File: src/hw/pmcf_pkg.sv
// Package: offsets, field layouts and reset values of the power-manager block
package pmcf_pkg;
   // ==========================================
   // Register map
   localparam int          PMCF_ADDR_W       = 12;
   localparam logic [11:0] PMCF_OFF_MCSEL    = 12'h000;
   localparam logic [11:0] PMCF_OFF_CFCTRL   = 12'h054;
   localparam logic [11:0] PMCF_OFF_ISTAT    = 12'h0C0;
   localparam logic [11:0] PMCF_OFF_IMASK    = 12'h0C4;
   localparam logic [11:0] PMCF_OFF_RESET_CAUSE   = 12'h180;
   localparam logic [11:0] PMCF_OFF_WAKE     = 12'h184;

   // ==========================================
   // Main clock selection field
   localparam int          PMCF_SEL_W        = 3;
   localparam logic [2:0]  PMCF_SEL_RC       = 3'h0;
   localparam logic [2:0]  PMCF_SEL_RST      = 3'h0;

   // ==========================================
   // Clock failure control bits
   localparam int          PMCF_CF_EN_BIT    = 0;
   localparam int          PMCF_CF_EXTEN_BIT = 1;
   localparam logic [1:0]  PMCF_CFCTRL_RST   = 2'h2;

   // ==========================================
   // Interrupt status bits
   localparam int          PMCF_IRQ_W        = 3;
   localparam int          PMCF_IRQ_CFAIL    = 0;
   localparam int          PMCF_IRQ_WAKE     = 1;
   localparam int          PMCF_IRQ_RESET    = 2;

   // ==========================================
   // Reset cause bits
   localparam int          PMCF_RC_W         = 4;
   localparam int          PMCF_RC_POR       = 0;
   localparam int          PMCF_RC_EXT       = 1;
   localparam int          PMCF_RC_WDT       = 2;
   localparam int          PMCF_RC_DBG       = 3;
   localparam logic [3:0]  PMCF_RESET_CAUSE_RST   = 4'h1;

   // ==========================================
   // Wake cause layout and sleep modes
   localparam int          PMCF_WAKE_W       = 18;
   localparam logic [17:0] PMCF_WAKE_MASK    = 18'h3007F;
   localparam logic [2:0]  PMCF_SLEEP_STOP   = 3'h4;
   localparam logic [2:0]  PMCF_SLEEP_DSTOP  = 3'h5;

   // ==========================================
   // Detector states
   typedef enum logic [1:0] {
      PMCF_DET_IDLE  = 2'b00,
      PMCF_DET_ARM   = 2'b01,
      PMCF_DET_WATCH = 2'b10
   } pmcf_det_t;
endpackage : pmcf_pkg

File: src/hw/pmcf_top.sv
// Power-manager clock failure, reset cause and wake cause logic with APB registers
//
// Chosen here: the APB interface to the registers.
module pmcf_top
   import pmcf_pkg::*;
(
   input  wire logic                   pclk,
   input  wire logic                   presetn,
   input  wire logic                   psel,
   input  wire logic                   penable,
   input  wire logic                   pwrite,
   input  wire logic [PMCF_ADDR_W-1:0] paddr,
   input  wire logic [31:0]            pwdata,
   output logic      [31:0]            prdata,
   output logic                        pready,
   output logic                        pslverr,
   input  wire logic                   safe_rc_clock,
   input  wire logic                   main_clk_div,
   input  wire logic                   main_clk_unavail,
   input  wire logic [2:0]             sleep_mode,
   input  wire logic                   core_supply_por_detector,
   input  wire logic                   regulator_por_detector,
   input  wire logic                   regulator_supply_monitor,
   input  wire logic                   ext_reset_n,
   input  wire logic                   wdt_reset_req,
   input  wire logic                   on_chip_debug_reset_req,
   input  wire logic [PMCF_WAKE_W-1:0] wake_event,
   output logic      [PMCF_SEL_W-1:0]  main_clock_select,
   output logic                        clock_fail_irq,
   output logic                        por_out,
   output logic                        sys_reset_out
);
   // ==========================================
   // Declarations
   logic [PMCF_SEL_W-1:0]  mcsel;
   logic [1:0]             clock_fail_ctrl;
   logic [PMCF_IRQ_W-1:0]  irq_status;
   logic [PMCF_IRQ_W-1:0]  irq_mask;
   logic [PMCF_RC_W-1:0]   reset_cause;
   logic [PMCF_WAKE_W-1:0] wake_source_record;
   logic [PMCF_RC_W-1:0]   src_q;
   logic [PMCF_RC_W-1:0]   src_now;
   logic [PMCF_RC_W-1:0]   src_new;
   logic [5:0]             pin_raw;
   logic [5:0]             pin_sync;
   logic                   rc_level;
   logic                   main_level;
   logic                   supply_low;
   logic                   ext_low;
   logic                   det_active;
   logic                   fail_pulse;
   logic                   wake_any;
   logic                   reset_event;
   logic                   wr_en;
   logic                   rd_en;
   logic                   addr_ok;
   logic                   clock_fail_detect_en;
   logic                   ext_reset_en;
   logic [PMCF_IRQ_W-1:0]  irq_set;
   logic [PMCF_IRQ_W-1:0]  irq_clr;
   logic [PMCF_WAKE_W-1:0] wake_masked;
   logic [31:0]            next_prdata;

   // ==========================================
   // Pin synchronisers
   assign pin_raw = {~ext_reset_n, regulator_supply_monitor, regulator_por_detector,
                     core_supply_por_detector, main_clk_div, safe_rc_clock};

   pmcf_sync #(
      .W (6)
   ) u_sync (
      .pclk     (pclk),
      .presetn  (presetn),
      .async_in (pin_raw),
      .sync_out (pin_sync)
   );

   assign rc_level   = pin_sync[0];
   assign main_level = pin_sync[1];
   assign supply_low = pin_sync[2] | pin_sync[3] | pin_sync[4];
   assign ext_low    = pin_sync[5];

   assign clock_fail_detect_en = clock_fail_ctrl[PMCF_CF_EN_BIT];
   assign ext_reset_en         = clock_fail_ctrl[PMCF_CF_EXTEN_BIT];

   // ==========================================
   // Clock failure detector
   // Gated by detect enable
   // Suspended on RC, unavailable, stop and deep stop
   assign det_active = clock_fail_detect_en
                     & (mcsel != PMCF_SEL_RC)
                     & ~main_clk_unavail
                     & (sleep_mode != PMCF_SLEEP_STOP)
                     & (sleep_mode != PMCF_SLEEP_DSTOP);

   pmcf_cfd u_cfd (
      .pclk       (pclk),
      .presetn    (presetn),
      .active     (det_active),
      .rc_level   (rc_level),
      .main_level (main_level),
      .fail_pulse (fail_pulse)
   );

   // ==========================================
   // APB decode
   assign pready  = 1'b1;
   assign wr_en   = psel & penable & pwrite;
   assign rd_en   = psel & ~penable & ~pwrite;
   assign addr_ok = (paddr == PMCF_OFF_MCSEL)  | (paddr == PMCF_OFF_CFCTRL)
                  | (paddr == PMCF_OFF_ISTAT)  | (paddr == PMCF_OFF_IMASK)
                  | (paddr == PMCF_OFF_RESET_CAUSE) | (paddr == PMCF_OFF_WAKE);
   assign pslverr = psel & penable & ~addr_ok;

   // ==========================================
   // Main clock selection
   always_ff @(posedge pclk or negedge presetn)
   begin
      if (!presetn)
         mcsel <= PMCF_SEL_RST;
      else if (fail_pulse)
         mcsel <= PMCF_SEL_RC;
      else if (wr_en && paddr == PMCF_OFF_MCSEL)
         mcsel <= pwdata[PMCF_SEL_W-1:0];
   end

   assign main_clock_select = mcsel;

   // ==========================================
   // Clock failure control
   always_ff @(posedge pclk or negedge presetn)
   begin
      if (!presetn)
         clock_fail_ctrl <= PMCF_CFCTRL_RST;
      else if (wr_en && paddr == PMCF_OFF_CFCTRL)
         clock_fail_ctrl <= pwdata[1:0];
   end

   // ==========================================
   // Reset sources
   always_comb
   begin
      src_now                = '0;
      src_now[PMCF_RC_POR]   = supply_low;
      src_now[PMCF_RC_EXT]   = ext_low & ext_reset_en;
      src_now[PMCF_RC_WDT]   = wdt_reset_req;
      src_now[PMCF_RC_DBG]   = on_chip_debug_reset_req;
   end

   assign src_new     = src_now & ~src_q;
   assign reset_event = |src_new[PMCF_RC_W-1:1];

   always_ff @(posedge pclk or negedge presetn)
   begin
      if (!presetn)
         src_q <= '0;
      else
         src_q <= src_now;
   end

   // ==========================================
   // Reset outputs
   always_ff @(posedge pclk or negedge presetn)
   begin
      if (!presetn)
      begin
         por_out       <= 1'b0;
         sys_reset_out <= 1'b0;
      end
      else
      begin
         por_out       <= supply_low;
         sys_reset_out <= |src_now[PMCF_RC_W-1:1];
      end
   end

   // ==========================================
   // Reset cause record
   always_ff @(posedge pclk or negedge presetn)
   begin
      if (!presetn)
         reset_cause <= PMCF_RESET_CAUSE_RST;
      else if (|src_new)
         reset_cause <= src_new;
   end

   // ==========================================
   // Wake cause record
   // Defined bits only
   assign wake_masked = wake_event & PMCF_WAKE_MASK;
   assign wake_any    = |wake_masked;

   always_ff @(posedge pclk or negedge presetn)
   begin
      if (!presetn)
         wake_source_record <= '0;
      else if (wake_any)
         wake_source_record <= wake_masked;
   end

   // ==========================================
   // Interrupt status and mask
   always_comb
   begin
      irq_set                 = '0;
      irq_set[PMCF_IRQ_CFAIL] = fail_pulse;
      irq_set[PMCF_IRQ_WAKE]  = wake_any;
      irq_set[PMCF_IRQ_RESET] = reset_event;
      irq_clr                 = '0;
      if (wr_en && paddr == PMCF_OFF_ISTAT)
         irq_clr = pwdata[PMCF_IRQ_W-1:0];
   end

   always_ff @(posedge pclk or negedge presetn)
   begin
      if (!presetn)
         irq_status <= '0;
      else
         irq_status <= (irq_status & ~irq_clr) | irq_set;
   end

   always_ff @(posedge pclk or negedge presetn)
   begin
      if (!presetn)
         irq_mask <= '0;
      else if (wr_en && paddr == PMCF_OFF_IMASK)
         irq_mask <= pwdata[PMCF_IRQ_W-1:0];
   end

   assign clock_fail_irq = |(irq_status & irq_mask);

   // ==========================================
   // Read data
   always_comb
   begin
      next_prdata = 32'h00000000;
      case (paddr)
         PMCF_OFF_MCSEL:
            next_prdata[PMCF_SEL_W-1:0] = mcsel;
         PMCF_OFF_CFCTRL:
            next_prdata[1:0] = clock_fail_ctrl;
         PMCF_OFF_ISTAT:
            next_prdata[PMCF_IRQ_W-1:0] = irq_status;
         PMCF_OFF_IMASK:
            next_prdata[PMCF_IRQ_W-1:0] = irq_mask;
         PMCF_OFF_RESET_CAUSE:
            next_prdata[PMCF_RC_W-1:0] = reset_cause;
         PMCF_OFF_WAKE:
            next_prdata[PMCF_WAKE_W-1:0] = wake_source_record;
         default:
            next_prdata = 32'h00000000;
      endcase
   end

   always_ff @(posedge pclk or negedge presetn)
   begin
      if (!presetn)
         prdata <= 32'h00000000;
      else if (rd_en)
         prdata <= next_prdata;
   end
endmodule : pmcf_top

File: src/hw/pmcf_sync.sv
// Three-stage pin synchroniser with agreement filter
module pmcf_sync
   import pmcf_pkg::*;
#(
   parameter int W = 1
)(
   input  wire logic         pclk,
   input  wire logic         presetn,
   input  wire logic [W-1:0] async_in,
   output logic      [W-1:0] sync_out
);
   // ==========================================
   // Per-bit synchroniser
   genvar i;
   generate
      for (i = 0; i < W; i++)
      begin : g_bit
         logic s1;
         logic s2;
         logic s3;
         always_ff @(posedge pclk or negedge presetn)
         begin
            if (!presetn)
            begin
               s1          <= 1'b0;
               s2          <= 1'b0;
               s3          <= 1'b0;
               sync_out[i] <= 1'b0;
            end
            else
            begin
               s1 <= async_in[i];
               s2 <= s1;
               s3 <= s2;
               if (s2 == s3)
                  sync_out[i] <= s3;
            end
         end
      end
   endgenerate
endmodule : pmcf_sync

File: src/hw/pmcf_cfd.sv
// Clock failure detector: divided main clock watched against the RC clock
module pmcf_cfd
   import pmcf_pkg::*;
(
   input  wire logic pclk,
   input  wire logic presetn,
   input  wire logic active,
   input  wire logic rc_level,
   input  wire logic main_level,
   output logic      fail_pulse
);
   logic      rc_q;
   logic      main_q;
   logic      rc_rise;
   logic      main_rise;
   logic      seen;
   pmcf_det_t state;
   pmcf_det_t next_state;

   assign rc_rise   = rc_level & ~rc_q;
   assign main_rise = main_level & ~main_q;

   // ==========================================
   // Edge history
   always_ff @(posedge pclk or negedge presetn)
   begin
      if (!presetn)
      begin
         rc_q   <= 1'b0;
         main_q <= 1'b0;
      end
      else
      begin
         rc_q   <= rc_level;
         main_q <= main_level;
      end
   end

   // ==========================================
   // State machine
   always_comb
   begin
      next_state = state;
      case (state)
         PMCF_DET_IDLE:
            if (active)
               next_state = PMCF_DET_ARM;
         PMCF_DET_ARM:
            if (!active)
               next_state = PMCF_DET_IDLE;
            else if (rc_rise)
               next_state = PMCF_DET_WATCH;
         PMCF_DET_WATCH:
            if (!active)
               next_state = PMCF_DET_IDLE;
         default:
            next_state = PMCF_DET_IDLE;
      endcase
   end

   always_ff @(posedge pclk or negedge presetn)
   begin
      if (!presetn)
         state <= PMCF_DET_IDLE;
      else
         state <= next_state;
   end

   // ==========================================
   // Edge within RC period
   always_ff @(posedge pclk or negedge presetn)
   begin
      if (!presetn)
      begin
         seen       <= 1'b0;
         fail_pulse <= 1'b0;
      end
      else
      begin
         fail_pulse <= (state == PMCF_DET_WATCH) & active & rc_rise & ~seen & ~main_rise;
         if (rc_rise || state != PMCF_DET_WATCH)
            seen <= 1'b0;
         else if (main_rise)
            seen <= 1'b1;
      end
   end
endmodule : pmcf_cfd

File: config.mk
export PLATFORM = sky130hd
export DESIGN_NAME = pmcf_top
export DESIGN_NICKNAME = d
export VERILOG_FILES = /design/src/hw/pmcf_pkg.sv /design/src/hw/pmcf_top.sv /design/src/hw/pmcf_sync.sv /design/src/hw/pmcf_cfd.sv
export SDC_FILE = /design/constraint.sdc
export NUM_CORES = 1
export LEC_CHECK = 0
export ABC_AREA = 1
export CAP_MARGIN = 20
export CORE_UTILIZATION = 30
export CTS_BUF_LIST = sky130_fd_sc_hd__clkbuf_4
export DETAILED_ROUTE_END_ITERATION = 10
export DONT_BUFFER_PORTS = 1
export PLACE_DENSITY = 0.48
export SYNTH_ARGS = -nofsm -noshare
export SYNTH_HDL_FRONTEND = slang
export SYNTH_SLANG_ARGS = --single-unit
File: constraint.sdc
create_clock -name pclk -period 1.5 [get_ports pclk]
set_input_delay 0.075 -clock pclk [delete_from_list [all_inputs] [get_ports pclk]]
set_output_delay 0.075 -clock pclk [all_outputs]
set_load 0.02 [all_outputs]
==> results_tabular.tex <==
\begin{tabular}{lr}
\hline
Metric & Value \\
\hline
\multicolumn{2}{l}{\textbf{Status}} \\
Status & finished, violations left \\
Failing checks & negative hold slack \\
\multicolumn{2}{l}{\textbf{Synthesis}} \\
Most instantiated flip-flop cell in the synthesis netlist & sky130\_fd\_sc\_hd\_\_dfrtp\_1 \\
Number of warnings printed during yosys synthesis & 0 \\
Cell Area, Synth & 2990 um\^{}2 \\
Dominant cell type by area after synthesis & sky130\_fd\_sc\_hd\_\_dfrtp\_1 \\
Async set-or-reset flop fraction in the synthesized netlist & 1.00 \\
Number of storage elements in the synthesis netlist & between 60 and 70 \\
Dominant cell by count in the synthesized netlist & sky130\_fd\_sc\_hd\_\_dfrtp\_1 \\
Fraction of synthesized cell area taken by the top area cell type & 0.553 \\
Post-Synthesis Cells & 308 \\
Number of enable flip-flop cells after synthesis & 0 \\
Synth top area cells & sky130\_fd\_sc\_hd\_\_dfrtp\_1 55\%, sky130\_fd\_sc\_hd\_\_buf\_4 6.0\%, sky130\_fd\_sc\_hd\_\_nand2\_1 6.0\% \\
Portion of the post-synthesis area used by sequential elements & 0.570 \\
Synthesized area divided by synthesized cell count & just under 10 um\^{}2 \\
Synth top cells by count & 66 x sky130\_fd\_sc\_hd\_\_dfrtp\_1, 48 x sky130\_fd\_sc\_hd\_\_nand2\_1, 41 x sky130\_fd\_sc\_hd\_\_inv\_1 \\
Count of distinct cell types in the synthesized netlist & 35 \\
\multicolumn{2}{l}{\textbf{Worst setup path}} \\
Crit path DAT & about 1.4 ns \\
Critical path, cell by cell & dlygate4sd3\_1, nor2\_4, buf\_12, nand2\_2, nand3b\_1, nor2\_2 \\
CP max stage cell & sky130\_fd\_sc\_hd\_\_dlygate4sd3\_1 \\
Type of origin of the critical path & primary input \\
Startpoint-to-endpoint class of the critical path & in2out \\
Critical Path Source & paddr[9] \\
Maximum fanout encountered on the critical timing path & 8 \\
Longest individual stage delay on the worst path & 0.58 ns \\
Worst path required time & 1.42 ns \\
Endpoint class of the critical path & primary output \\
CP bufs+invs & 2 \\
Cell type group with the largest total delay on the critical path & buffers and inverters \\
Startpoint of the worst-slack reg-to-reg timing path & clock\_fail\_ctrl[1]\$\_DFFE\_PN1P\_ \\
\multicolumn{2}{l}{\textbf{Power and ir drop}} \\
Leakage power & 1.71 nW \\
Pwr Density & about 970 nW/um\^{}2 \\
Worst voltage drop across the vdd grid & approximately 0.55 mV \\
\multicolumn{2}{l}{\textbf{Timing}} \\
Final period utilization & 0.949 \\
Number of setup violations in the final report & 0 \\
Final Hold Fails & 68 \\
TNS Setup & 0 ns \\
Final count of pins violating max slew & 0 \\
Post-layout minimum cycle time & roughly 1.4 ns \\
Fin worst setup slack & between 0.07 and 0.08 ns \\
Worst-case hold slack & -0.658 ns \\
Worst-case clock skew & about 0.013 ns \\
Setup repair after global routing missed its margin & no \\
Highest clock rate & about 700 MHz \\
\multicolumn{2}{l}{\textbf{Layout}} \\
Number of fillers in the final layout & between 1k and 1.5k \\
Layout-stage area growth over the synthesis result & 18.5\% \\
Combined flip-flop and latch cell area & roughly 1700 um\^{}2 \\
Area used by multi-input combinational logic & slightly above 1000 um\^{}2 \\
Number of nets at the end of the flow & 430 \\
Number of antenna cells inserted & 0 \\
Share of post-route cells with drive strength above 1 & 0.140 \\
Final Non-Filler Cells & roughly 490 \\
\multicolumn{2}{l}{\textbf{Hold path}} \\
Hold crit path type & in2async \\
\multicolumn{2}{l}{\textbf{Clock tree}} \\
Number of clock sinks & between 60 and 70 \\
Clock slew seen by the registers of the worst setup and hold paths & roughly 0.12 ns \\
TritonCTS clock tree & built \\
Max Root-Sink Buffers & 2 \\
Count of H-tree levels built during CTS & 3 \\
Source-to-sink clock delay at the later pin of the worst-skew pair & approximately 0.41 ns \\
Total CTS buffers & 9 \\
Clock tree root buffer cell & sky130\_fd\_sc\_hd\_\_clkbuf\_4 \\
Count of hold buffers inserted by post-cts repair & 30 \\
\multicolumn{2}{l}{\textbf{Place}} \\
Post-Place Cells & roughly 440 \\
Detail Placement HPWL & about 4100 um \\
GPL Wtd Cong & $\sim$0.76 \\
Number of input and output port buffers inserted & 0 \\
Post-Place Setup Slack & between 0.2 and 0.25 ns \\
\multicolumn{2}{l}{\textbf{Detailed routing}} \\
Mean number of vias per cell & roughly 4.2 \\
Number of nets with antenna violations after detailed routing & 0 \\
Vias & approximately 2k \\
Routed Wire Length & 5970 um \\
Iter 0 DRT Violations & 90 \\
Average wire per cell in the routed design & roughly 12 um \\
DRC errors left & 0 \\
TritonRoute pass-1 iters & 6 \\
\multicolumn{2}{l}{\textbf{Die}} \\
Top-Level Pins & 119 \\
Initial Utilization & 0.307 \\
Core Box Area & a little under 10000 um\^{}2 \\
Die X & roughly 100 um \\
Core Rows & 36 \\
Die Ht & about 100 um \\
Die footprint & between 10000 and 15000 um\^{}2 \\
\multicolumn{2}{l}{\textbf{Global route}} \\
Antenna violations before repair & 0 \\
First-pass GRT wire length & $\sim$9600 um \\
Overflow after GRT & 0 \\
Via count of the first global-routing pass & $\sim$2.0k \\
All-Layer GR Usage & 0.125 \\
Largest net degree at the start of global routing & 69 \\
\multicolumn{2}{l}{\textbf{Flow run}} \\
Count of maximum capacitance violations & 0 \\
\hline
\end{tabular}
[timing repair]
action	4_1_cts	5_1_grt
hold endpoints to repair	110	68
resized for setup	0	2
buffers inserted	0	1
endpoints found under the setup margin	0	2
[through the flow]
step	power (W)	cell area (um^2)	utilization
3_3_place_gp	0.00224	3080	0.317
4_1_cts	0.00349	3520	0.361
5_1_grt	0.00362	3540	0.364
6_report	0.00344	3540	0.364
2_1_floorplan	0.00225	3070	-
3_5_place_dp	0.00225	3080	0.317
[area by class of cell]
cell class,instances,area share
Tap cell,133,0.0470
Inverter,42,0.0445
Multi-Input combinational cell,195,0.291
Clock buffer,9,0.0191
Clock inverter,7,0.0191
Sequential cell,68,0.481
Timing Repair Buffer,35,0.0989
[power breakdown]
part | leakage, nW | total, W | switching (W) | internal, W
Combinational | 0.812 | 0.000269 | 0.000163 | 0.000107
Clock | 0.0693 | 0.00117 | 0.000666 | 0.000499
Sequential | 0.827 | 0.00200 | 0.0000768 | 0.00193
[worst paths after layout]
| check | cells after the start | end | slack (ns) |
|---|---|---|---|
| setup / recovery | 6 | pslverr | 0.08 |
| hold / removal | 0 | sys_reset_out$_DFF_PN0_ | -0.66 |
| setup reg to reg | 4 | reset_cause[1]$_DFFE_PN0P_ | 0.17 |
| hold reg to reg | 0 | u_sync.g_bit[3].s2$_DFF_PN0_ | 0.36 |
| max in group asynchronous | 0 | reset_cause[0]$_DFFE_PN1P_ | 1.96 |
| min in group pclk | 5 | prdata[6]$_DFFE_PN0P_ | 0.04 |
[metal layers]
metal	GRT usage	wire length, um	vias to the layer above
li1	-	-	1026
met1	0.163	2820	961
met2	0.187	2590	63
met3	0.0417	445	10
met4	0.0626	117	0
met5	0	0	-
[sequential cells by signal, summed over array words and instances (netlist names), 2 cells and up]
signal and flops:
u_cfd.state 2, wake_source_record 9, irq_mask 3, u_sync.sync_out 6
reset_cause 4, src_q 4, u_sync.g_bit.s3 6, u_sync.g_bit.s1 6
clock_fail_ctrl 2, irq_status 3, main_clock_select 3, prdata 9
u_sync.g_bit.s2 6
[kinds of logic (layout without fill, tap and decap cells)]
family	Yosys count	count (layout)	share of synthesized area
AND/OR/NAND/NOR	131	131	0.225
AO/OA/AOI/OAI	34	34	0.0666
other	2	24	0.00251
adder cells (fa/ha/maj)	6	6	0.0201
flip-flops	68	68	0.570
buffers and inverters	67	93	0.116
[placed cells by master, fill, tap and decap left out, types with 7 or more instances in the layout]
cell	instances
sky130_fd_sc_hd__dlygate4sd3_1	30
sky130_fd_sc_hd__dfrtp_1	66
sky130_fd_sc_hd__nand2_1	48
sky130_fd_sc_hd__clkbuf_4	9
sky130_fd_sc_hd__nor2_4	7
sky130_fd_sc_hd__inv_1	41
sky130_fd_sc_hd__o21ai_1	9
sky130_fd_sc_hd__conb_1	24
sky130_fd_sc_hd__o21ai_0	10
sky130_fd_sc_hd__nand3_1	28
sky130_fd_sc_hd__nor2_1	23
No activity file was read; power rests on OpenSTA's default activity.
